$ cat config.mk
export PLATFORM = sky130hd
export DESIGN_NAME = tsc_core
export DESIGN_NICKNAME = d
export VERILOG_FILES = /design/src/pkg/tsc_pkg.sv /design/src/design/tsc_debounce.sv /design/src/design/tsc_core.sv
export SDC_FILE = /design/constraint.sdc
export NUM_CORES = 2
export LEC_CHECK = 0
export BUFFER_PORTS_ARGS = -buffer_cell sky130_fd_sc_hd__buf_2
export CORE_MARGIN = 3
export CORE_UTILIZATION = 35
export CTS_CLUSTER_SIZE = 8
export DETAILED_ROUTE_END_ITERATION = 12
export PLACE_DENSITY_LB_ADDON = 0.12
export SYNTH_ARGS = -nofsm -noshare
export SYNTH_HDL_FRONTEND = slang
export SYNTH_SLANG_ARGS = --single-unit
$ cat constraint.sdc
create_clock -name clk -period 10.2 [get_ports clk]
set_input_delay 1.02 -clock clk [delete_from_list [all_inputs] [get_ports clk]]
set_output_delay 1.02 -clock clk [all_outputs]
set_load 0.01 [all_outputs]
$ cat src/pkg/tsc_pkg.sv
// Package: constants and carriers for the terminal speed command logic
package tsc_pkg;
   localparam int unsigned CLK_MHZ = 250;
   localparam int unsigned NUM_TERM = 8;
   localparam int unsigned FREQ_W = 16;
   localparam int unsigned FUNC_W = 5;
   // Frequencies in units of 0.01 Hz
   localparam logic [15:0] FREQ_MAX_SETTING = 16'h9C40;
   localparam logic [15:0] JOG_SPEED_DEFAULT = 16'h03E8;
   localparam logic [15:0] STEP_SIZE_DEFAULT = 16'h0000;
   localparam logic [7:0] START_DC_LEVEL_MAX = 8'hC8;
   localparam logic [7:0] START_DC_LEVEL_DEFAULT = 8'h32;
   localparam logic [3:0] FREQ_SRC_UPDOWN = 4'h8;
   localparam logic [1:0] UPDOWN_MODE_CONT = 2'h0;
   localparam logic [1:0] UPDOWN_MODE_STEP = 2'h1;
   localparam logic [1:0] UPDOWN_MODE_COMBO = 2'h2;
   // Terminal function codes
   localparam logic [4:0] FN_JOG = 5'h04;
   localparam logic [4:0] FN_DC_BRAKE_STOP = 5'h0B;
   localparam logic [4:0] FN_RAISE = 5'h0F;
   localparam logic [4:0] FN_LOWER = 5'h10;
   localparam logic [4:0] FN_THREE_WIRE = 5'h11;
   localparam logic [4:0] FN_SAVED_CLEAR = 5'h19;
   localparam logic [4:0] FN_JOG_FWD = 5'h1A;
   localparam logic [4:0] FN_JOG_REV = 5'h1B;
   // Times
   localparam int unsigned HOLD_TIME_MS = 3000;
   localparam int unsigned DEBOUNCE_TIME_US = 1000;
   localparam int unsigned TICK_TIME_US = 1000;
   localparam int unsigned HOLD_CYCLES = HOLD_TIME_MS * 1000 * CLK_MHZ;
   localparam int unsigned DEBOUNCE_CYCLES = DEBOUNCE_TIME_US * CLK_MHZ;
   localparam int unsigned TICK_CYCLES = TICK_TIME_US * CLK_MHZ;
   localparam int unsigned TICK_W = 32;

   typedef struct packed {
      logic [15:0] jog_speed;
      logic [15:0] max_speed_limit;
      logic [15:0] min_start_speed;
      logic [15:0] high_limit;
      logic [15:0] low_limit;
      logic [15:0] updown_step_size;
      logic [15:0] ramp_rate;
   } tsc_speed_cfg_s;

   typedef struct packed {
      logic [7:0] start_dc_level;
      logic [15:0] start_dc_duration;
      logic [15:0] dwell_speed;
      logic [15:0] dwell_time;
   } tsc_brake_cfg_s;

   typedef enum logic [2:0] {
      ST_IDLE,
      ST_DWELL,
      ST_START_DC,
      ST_RUN,
      ST_STOP_DC
   } tsc_state_e;
endpackage : tsc_pkg

$ cat src/design/tsc_debounce.sv
// Debouncer: two-flop synchroniser followed by a stability filter
`timescale 1ns/1ps
`default_nettype none
module tsc_debounce #(
   parameter int unsigned CYCLES = 250000
) (
   // Clock and reset
   input wire logic clk,
   input wire logic nrst,
   // Raw terminal and filtered level
   input wire logic raw,
   output logic clean
);
   logic sync1;
   logic sync2;
   logic [31:0] count;
   logic [31:0] next_count;
   logic next_clean;

   always_comb
   begin
      next_count = 32'h0;
      next_clean = clean;
      if (sync2 != clean)
      begin
         if (count >= CYCLES - 1)
            next_clean = sync2;
         else
            next_count = count + 32'h1;
      end
   end

   always_ff @(posedge clk or negedge nrst)
   begin
      if (!nrst)
      begin
         sync1 <= 1'b0;
         sync2 <= 1'b0;
         count <= 32'h0;
         clean <= 1'b0;
      end
      else
      begin
         sync1 <= raw;
         sync2 <= sync1;
         count <= next_count;
         clean <= next_clean;
      end
   end
endmodule : tsc_debounce
`default_nettype wire

$ cat src/design/tsc_core.sv
// Terminal speed command logic: braking, jog, up-down and three-wire run
`timescale 1ns/1ps
`default_nettype none
module tsc_core #(
   parameter int unsigned HOLD_CYCLES = tsc_pkg::HOLD_CYCLES,
   parameter int unsigned DEBOUNCE_CYCLES = tsc_pkg::DEBOUNCE_CYCLES,
   parameter int unsigned TICK_CYCLES = tsc_pkg::TICK_CYCLES
) (
   // Clock and reset
   input wire logic clk,
   input wire logic nrst,
   // Terminals and their function codes
   input wire logic [7:0] input_terminal,
   input wire logic [39:0] terminal_function,
   // Run commands
   input wire logic forward_run_cmd,
   input wire logic reverse_run_cmd,
   // Settings
   input wire logic [3:0] freq_source,
   input wire logic [15:0] keypad_reference,
   input wire tsc_pkg::tsc_speed_cfg_s speed_cfg,
   input wire tsc_pkg::tsc_brake_cfg_s brake_cfg,
   input wire logic [1:0] updown_mode_select,
   input wire logic updown_save_enable,
   // Drive outputs
   output logic [15:0] speed_target,
   output logic [15:0] output_speed,
   output logic reverse_dir,
   output logic dc_inject,
   output logic [7:0] dc_level,
   output logic running,
   // Saved reference
   output logic [15:0] updown_saved_reference
);
   logic [7:0] term;
   genvar gi;
   generate
      for (gi = 0; gi < 8; gi++)
      begin : g_db
         tsc_debounce #(
            .CYCLES(DEBOUNCE_CYCLES)
         ) u_db (
            .clk(clk),
            .nrst(nrst),
            .raw(input_terminal[gi]),
            .clean(term[gi])
         );
      end
   endgenerate

   // OR of terminals assigned a given function code
   function automatic logic fn_active(input logic [7:0] t,
                                      input logic [39:0] f,
                                      input logic [4:0] code);
      logic r;
      r = 1'b0;
      for (int i = 0; i < 8; i++)
         if (f[i*5 +: 5] == code && t[i])
            r = 1'b1;
      return r;
   endfunction : fn_active

   function automatic logic fn_assigned(input logic [39:0] f,
                                        input logic [4:0] code);
      logic r;
      r = 1'b0;
      for (int i = 0; i < 8; i++)
         if (f[i*5 +: 5] == code)
            r = 1'b1;
      return r;
   endfunction : fn_assigned

   // Decoded commands
   logic jog;
   logic jog_fwd;
   logic jog_rev;
   logic dc_stop_cmd;
   logic raise;
   logic lower;
   logic clr;
   logic three_hold;
   logic three_wire;
   logic updown_sel;
   logic ud_assigned;
   always_comb
   begin
      jog = fn_active(term, terminal_function, tsc_pkg::FN_JOG);
      jog_fwd = fn_active(term, terminal_function, tsc_pkg::FN_JOG_FWD);
      jog_rev = fn_active(term, terminal_function, tsc_pkg::FN_JOG_REV);
      dc_stop_cmd = fn_active(term, terminal_function,
                              tsc_pkg::FN_DC_BRAKE_STOP);
      raise = fn_active(term, terminal_function, tsc_pkg::FN_RAISE);
      lower = fn_active(term, terminal_function, tsc_pkg::FN_LOWER);
      clr = fn_active(term, terminal_function, tsc_pkg::FN_SAVED_CLEAR);
      three_hold = fn_active(term, terminal_function,
                             tsc_pkg::FN_THREE_WIRE);
      three_wire = fn_assigned(terminal_function, tsc_pkg::FN_THREE_WIRE);
      ud_assigned = fn_assigned(terminal_function, tsc_pkg::FN_RAISE) ||
                    fn_assigned(terminal_function, tsc_pkg::FN_LOWER);
      updown_sel = (freq_source == tsc_pkg::FREQ_SRC_UPDOWN);
   end

   // Three-wire run latch
   logic run_fwd_latch;
   logic run_rev_latch;
   logic next_run_fwd_latch;
   logic next_run_rev_latch;
   logic run_fwd;
   logic run_rev;
   always_comb
   begin
      next_run_fwd_latch = 1'b0;
      next_run_rev_latch = 1'b0;
      // latch momentary pulses; run commands are not debounced, a one-cycle pulse latches
      if (three_wire && three_hold)
      begin
         next_run_fwd_latch = (run_fwd_latch || forward_run_cmd) &&
                              !reverse_run_cmd;
         next_run_rev_latch = (run_rev_latch || reverse_run_cmd) &&
                              !forward_run_cmd;
      end
      run_fwd = three_wire ? run_fwd_latch : forward_run_cmd;
      run_rev = three_wire ? run_rev_latch : reverse_run_cmd;
   end

   // Clamp helpers
   function automatic logic [15:0] clamp(input logic [15:0] v,
                                         input logic [15:0] lo,
                                         input logic [15:0] hi);
      if (v > hi)
         return hi;
      else if (v < lo)
         return lo;
      return v;
   endfunction : clamp

   // Up-down reference
   logic [15:0] ud_ref;
   logic [15:0] next_ud_ref;
   logic [15:0] next_saved;
   logic [15:0] edge_saved;
   logic [15:0] next_edge_saved;
   logic raise_d;
   logic lower_d;
   logic [31:0] hold_cnt;
   logic [31:0] next_hold_cnt;
   logic [31:0] tick_cnt;
   logic [31:0] next_tick_cnt;
   logic tick;
   logic step_busy;
   logic [15:0] step_goal;
   logic next_step_busy;
   logic [15:0] next_step_goal;
   logic cont;
   logic stop_edge;
   logic run_any;
   logic run_d;
   logic [15:0] hi_lim;
   logic [15:0] lo_lim;
   always_comb
   begin
      run_any = run_fwd || run_rev;
      stop_edge = run_d && !run_any;
      tick = (tick_cnt >= TICK_CYCLES - 1);
      next_tick_cnt = tick ? 32'h0 : tick_cnt + 32'h1;
      hi_lim = (speed_cfg.high_limit < speed_cfg.max_speed_limit) ?
               speed_cfg.high_limit : speed_cfg.max_speed_limit;
      lo_lim = speed_cfg.low_limit;
      next_ud_ref = ud_ref;
      next_saved = updown_saved_reference;
      next_edge_saved = edge_saved;
      next_step_busy = step_busy;
      next_step_goal = step_goal;
      next_hold_cnt = (raise || lower) ? hold_cnt + 32'h1 : 32'h0;
      // held 3 s in mode 2 turns continuous
      cont = (updown_mode_select == tsc_pkg::UPDOWN_MODE_CONT) ||
             (updown_mode_select == tsc_pkg::UPDOWN_MODE_COMBO &&
              hold_cnt >= HOLD_CYCLES);
      if (hold_cnt >= HOLD_CYCLES)
         next_hold_cnt = hold_cnt;
      if (cont && updown_mode_select == tsc_pkg::UPDOWN_MODE_CONT)
         next_step_busy = 1'b0;
      if (cont && tick && raise && !lower)
         next_ud_ref = clamp(ud_ref + speed_cfg.ramp_rate, lo_lim, hi_lim);
      else if (cont && tick && lower && !raise)
         next_ud_ref = (ud_ref > lo_lim + speed_cfg.ramp_rate) ?
                       ud_ref - speed_cfg.ramp_rate : lo_lim;
      else if (step_busy && tick)
      begin
         // steps move at the ramp rate
         if (ud_ref + speed_cfg.ramp_rate < step_goal)
            next_ud_ref = ud_ref + speed_cfg.ramp_rate;
         else if (ud_ref > step_goal + speed_cfg.ramp_rate)
            next_ud_ref = ud_ref - speed_cfg.ramp_rate;
         else
         begin
            next_ud_ref = step_goal;
            next_step_busy = 1'b0;
         end
      end
      // one step per rising edge; ignored while busy
      if (!cont && !step_busy && raise && !raise_d)
      begin
         next_step_goal = clamp(ud_ref + speed_cfg.updown_step_size,
                                lo_lim, hi_lim);
         next_step_busy = 1'b1;
      end
      else if (!cont && !step_busy && lower && !lower_d)
      begin
         next_step_goal = (ud_ref > lo_lim + speed_cfg.updown_step_size) ?
                          ud_ref - speed_cfg.updown_step_size : lo_lim;
         next_step_busy = 1'b1;
      end
      if ((raise_d && !raise) || (lower_d && !lower))
         next_edge_saved = ud_ref;
      if (updown_save_enable)
      begin
         if (updown_mode_select == tsc_pkg::UPDOWN_MODE_STEP)
         begin
            // store the reference at each release
            if ((raise_d && !raise) || (lower_d && !lower))
               next_saved = ud_ref;
            // stop keeps the last falling-edge value
            else if (stop_edge && ud_assigned)
               next_saved = edge_saved;
         end
         else if (stop_edge || (lower_d && !lower))
            next_saved = ud_ref;
      end
      // clear ignored while raise or lower held
      if (clr && !raise && !lower)
      begin
         next_saved = 16'h0000;
         next_ud_ref = 16'h0000;
      end
   end

   // Start sequencing
   tsc_pkg::tsc_state_e state;
   tsc_pkg::tsc_state_e next_state;
   logic [31:0] seq_cnt;
   logic [31:0] next_seq_cnt;
   logic [15:0] ms_out;
   always_comb
   begin
      next_state = state;
      next_seq_cnt = seq_cnt;
      if (tick)
         next_seq_cnt = seq_cnt + 32'h1;
      ms_out = 16'h0000;
      case (state)
         tsc_pkg::ST_IDLE:
         begin
            next_seq_cnt = 32'h0;
            if (run_any || jog || jog_fwd || jog_rev)
               next_state = tsc_pkg::ST_DWELL;
            else if (dc_stop_cmd)
               next_state = tsc_pkg::ST_STOP_DC;
         end
         tsc_pkg::ST_DWELL:
         begin
            ms_out = brake_cfg.dwell_speed;
            if (seq_cnt >= {16'h0, brake_cfg.dwell_time})
            begin
               next_seq_cnt = 32'h0;
               next_state = tsc_pkg::ST_START_DC;
            end
         end
         tsc_pkg::ST_START_DC:
         begin
            // skip on zero level or duration; accelerate after
            if (brake_cfg.start_dc_level == 8'h00 ||
                seq_cnt >= {16'h0, brake_cfg.start_dc_duration})
               next_state = tsc_pkg::ST_RUN;
         end
         tsc_pkg::ST_RUN:
         begin
            if (!(run_any || jog || jog_fwd || jog_rev))
               next_state = tsc_pkg::ST_IDLE;
         end
         tsc_pkg::ST_STOP_DC:
         begin
            if (!dc_stop_cmd || run_any)
               next_state = tsc_pkg::ST_IDLE;
         end
         default: next_state = tsc_pkg::ST_IDLE;
      endcase
   end

   // Output selection
   logic [15:0] next_speed_target;
   logic [15:0] next_output_speed;
   logic next_reverse_dir;
   logic next_dc_inject;
   logic [7:0] next_dc_level;
   logic [15:0] jog_clamped;
   logic [7:0] lvl;
   always_comb
   begin
      // jog speed limited by start and maximum speed
      jog_clamped = clamp(speed_cfg.jog_speed, speed_cfg.min_start_speed,
                          speed_cfg.max_speed_limit);
      // level is a 0..200 percent value
      lvl = (brake_cfg.start_dc_level > tsc_pkg::START_DC_LEVEL_MAX) ?
            tsc_pkg::START_DC_LEVEL_MAX : brake_cfg.start_dc_level;
      // jog first, then up-down or keypad
      if (jog || jog_fwd || jog_rev)
         next_speed_target = jog_clamped;
      else if (updown_sel)
         next_speed_target = ud_ref;
      else
         next_speed_target = clamp(keypad_reference,
                                   speed_cfg.min_start_speed,
                                   speed_cfg.max_speed_limit);
      if (jog_rev)
         next_reverse_dir = 1'b1;
      else if (jog_fwd)
         next_reverse_dir = 1'b0;
      else if (run_rev)
         next_reverse_dir = 1'b1;
      else if (run_fwd)
         next_reverse_dir = 1'b0;
      else
         next_reverse_dir = reverse_dir;
      next_output_speed = 16'h0000;
      next_dc_inject = 1'b0;
      next_dc_level = 8'h00;
      case (state)
         tsc_pkg::ST_DWELL: next_output_speed = ms_out;
         tsc_pkg::ST_START_DC:
         begin
            next_dc_inject = (lvl != 8'h00) &&
                             (brake_cfg.start_dc_duration != 16'h0000);
            next_dc_level = lvl;
         end
         tsc_pkg::ST_RUN: next_output_speed = next_speed_target;
         tsc_pkg::ST_STOP_DC:
         begin
            // hold DC while terminal asserted at stop
            next_dc_inject = (lvl != 8'h00);
            next_dc_level = lvl;
         end
         default: next_output_speed = 16'h0000;
      endcase
   end

   always_ff @(posedge clk or negedge nrst)
   begin
      if (!nrst)
      begin
         run_fwd_latch <= 1'b0;
         run_rev_latch <= 1'b0;
         ud_ref <= 16'h0000;
         updown_saved_reference <= 16'h0000;
         edge_saved <= 16'h0000;
         raise_d <= 1'b0;
         lower_d <= 1'b0;
         hold_cnt <= 32'h0;
         tick_cnt <= 32'h0;
         step_busy <= 1'b0;
         step_goal <= 16'h0000;
         run_d <= 1'b0;
         state <= tsc_pkg::ST_IDLE;
         seq_cnt <= 32'h0;
         speed_target <= 16'h0000;
         output_speed <= 16'h0000;
         reverse_dir <= 1'b0;
         dc_inject <= 1'b0;
         dc_level <= 8'h00;
         running <= 1'b0;
      end
      else
      begin
         run_fwd_latch <= next_run_fwd_latch;
         run_rev_latch <= next_run_rev_latch;
         ud_ref <= next_ud_ref;
         updown_saved_reference <= next_saved;
         edge_saved <= next_edge_saved;
         raise_d <= raise;
         lower_d <= lower;
         hold_cnt <= next_hold_cnt;
         tick_cnt <= next_tick_cnt;
         step_busy <= next_step_busy;
         step_goal <= next_step_goal;
         run_d <= run_any;
         state <= next_state;
         seq_cnt <= next_seq_cnt;
         speed_target <= next_speed_target;
         output_speed <= next_output_speed;
         reverse_dir <= next_reverse_dir;
         dc_inject <= next_dc_inject;
         dc_level <= next_dc_level;
         running <= (next_state == tsc_pkg::ST_RUN);
      end
   end
endmodule : tsc_core
`default_nettype wire

==> run metrics <==
number of antenna violations at the first check in global routing 17; Overall Global Routing Usage a little over a fifth; nets 4641; Row Count ~110; largest area contributor in the netlist dfrtp_1; clock sink count a little under 500; root buffer cell clkbuf_16; placed standard-cell area about 0.037 sq mm; design area 0.0391 sq mm; kind of end point of the critical path register; slew at the pin closest to its max-slew limit 1080 ps; number of buffers inserted by hold repair at cts 0; Detail Route Antenna Nets 0; class of the most critical hold timing path register to register; TritonCTS clock tree yes; clock slew seen by the registers of the worst setup and hold paths around 50 ps; Unique masters post-synth 90; required time reported for the critical path endpoint 10740 ps; Max-slew headroom approximately 27%; total negative setup slack 0 ps; unrepaired setup endpoints after global routing no; syn avg cell area 9.30 sq um; number of setup buffers added after CTS 0; Commonest cells post-synth dfrtp_1, nor2_1, ha_1, nand2_1, inv_1; max-slew violation count 0; placeable core area between 0.09 and 0.1 sq mm; share of the cycle needed by the critical path after routing roughly 57%; total via count after detailed routing roughly 28000; maximum vdd drop around 0.11 mV; sequential-to-total area share from yosys stat 36.8%; Die Width between 300 and 400 um; most common cell in the synthesized netlist dfrtp_1; post-CTS sizing 0; Worst setup SP type register; count of buffers inserted at the top-level ports about 300; routed length per placed instance around 21 um; global-route wire length before repair 166000 um; Crit Path Class register to register; synthesis-stage register bit count 492; share of async-settable or async-resettable flops after synthesis between 90% and 100%; HPWL reported at the end of detailed placement 85900 um; Boundary Pins 302; deepest clock path buffer count 3; most used flip-flop cell after synthesis dfrtp_1; sum of routed wire length over all layers ~110000 um; drc violations 0; Pre-antenna DRT Iters 6; synthesized cell area about 0.033 sq mm; maximum fanout along the worst path 19; cell leakage power roughly 18 nW; run status finished, final reports clean; total power divided by cell area between 200 and 250 mW/mm^2; Iteration-0 DRC Markers 2224; gp weighted congestion about 0.94; Die Outline Area around 0.099 sq mm; remaining global-route overflow 0; Avg Vias per Cell between 5 and 6; Achievable Freq approximately 0.17 GHz; min Tclk post-route between 5000 and 6000 ps; Chip Height 315 um; Final Skew roughly 36 ps; cell count after synthesis 3599; clock network latency to the later pin of the worst-skew pair roughly 610 ps; total count of hold-check failures in the final report 0; number of max-cap violations 0; final hold slack 339 ps; leading cell types by total area after synthesis dfrtp_1, ha_1, nor2_1; final setup violation count 0; EDFF count, synth 0; Critical Path AT approximately 6300 ps; H-tree level count 3; share of the synthesized area in the top cell type a little under two fifths; starting utilization of the core area between 30% and 40%; number of global-route vias before repair 27300; count of warnings emitted by yosys 0; number of buffers created by CTS slightly above 70; synth-to-layout area growth 16.7%; pin count of the biggest net entering global routing 156; slack of the worst reg-to-reg path 4400 ps; proportion of layout cells with a drive suffix above 1 between 10% and 20%
==> through the flow <==
stage | std cells | util, % | worst slack, ps | total power [mW]
after floorplan | 3724 | - | 4910 | 4.72
after global placement | 5220 | 39.4 | 4150 | 6.01
after detailed placement | 5220 | 39.4 | 4090 | 6.01
after CTS | 5306 | 41.5 | 4560 | 8.25
after global routing | 5310 | 41.5 | 4080 | 8.77
final | 5313 | 41.6 | 4400 | 8.23
==> kinds of logic after synthesis <==
kind of cell | after synthesis | synth area share, %
AND/OR/NAND/NOR | 1264 | 18.5
AO/OA/AOI/OAI | 699 | 14.3
flip-flops | 492 | 36.8
adder cells (fa/ha/maj) | 358 | 13.5
buffers and inverters | 319 | 3.71
XOR/XNOR | 285 | 7.46
multiplexers | 181 | 5.70
other | 1 | 0.0112
==> worst paths after layout <==
path | from | end | cells after the start
max | ud_ref[1] | ud_ref[2] | 18
min | g_db[7].u_db.sync1 | g_db[7].u_db.sync2 | 0
max reg2reg | ud_ref[1] | ud_ref[2] | 18
min reg2reg | g_db[7].u_db.sync1 | g_db[7].u_db.sync2 | 0
max in group asynchronous | nrst | hold_cnt[13] | 3
min in group asynchronous | nrst | g_db[2].u_db.count[4] | 1
==> power by group <==
| group | total (mW) | internal [mW] | leakage (nW) | switching, mW |
|---|---|---|---|---|
| combinational | 3.73 | 1.44 | 11.0 | 2.28 |
| clock | 2.18 | 1.30 | 0.982 | 0.874 |
| sequential | 2.33 | 2.12 | 6.36 | 0.203 |
==> placed cells by master (no fill, tap or decap), drive strengths merged, types with 126 or more instances in the layout <==
master  netlist  routed
dfrtp       492     492
nor2        405     405
ha          351     351
buf          18     346
nand2       263     263
inv         214     217
xnor2       158     158
a21oi       151     151
o21ai       132     132
xor2        127     127
conb          1     126
==> critical path: stages (launching register included) <==
cell       delay [ps]
dfrtp_1           790
inv_1             440
fa_1              560
nor2_1            110
nor2_1             60
o21ai_1           330
a31oi_1           240
mux2i_1           190
o2111ai_1         360
ha_1              450
nand4_1           120
nor2_1            160
nand4_1           110
o22ai_1           130
a21o_1            750
inv_1             310
a211o_1           300
o211ai_1           90
a32o_1            210
==> registers in the layout, indices dropped and copies added, names as in the netlist <==
signal	cells
dc_inject	1
dc_level	8
edge_saved	16
g_db.u_db.clean	8
g_db.u_db.count	256
g_db.u_db.sync1	8
g_db.u_db.sync2	8
hold_cnt	32
lower_d	1
output_speed	16
raise_d	1
reverse_dir	1
run_d	1
run_fwd_latch	1
run_rev_latch	1
running	1
seq_cnt	32
speed_target	16
state	3
step_busy	1
step_goal	16
tick_cnt	32
ud_ref	16
updown_saved_reference	16
==> routing by layer <==
layer | wire length [um] | up-vias | share of wire (%) | track usage (%)
li1 | - | 13700 | - | -
met1 | 51100 | 13400 | 46 | 31.1
met2 | 46900 | 907 | 42 | 32.6
met3 | 9170 | 180 | 8.3 | 5.40
met4 | 3650 | 4 | 3.3 | 7.28
met5 | 26 | - | 0.023 | 0
==> area by class of cell <==
type                       instances  area, sq um
antenna                            7         17.5
clock buffer                      79         1880
clock inverter                     7          133
fill                            9337        55000
inverter                         215          807
multi-input combinational       2913        20500
sequential                       492        12300
tap                             1254         1570
timing repair buffer             346         1880
Note: power is estimated with default switching activity, not from simulation.
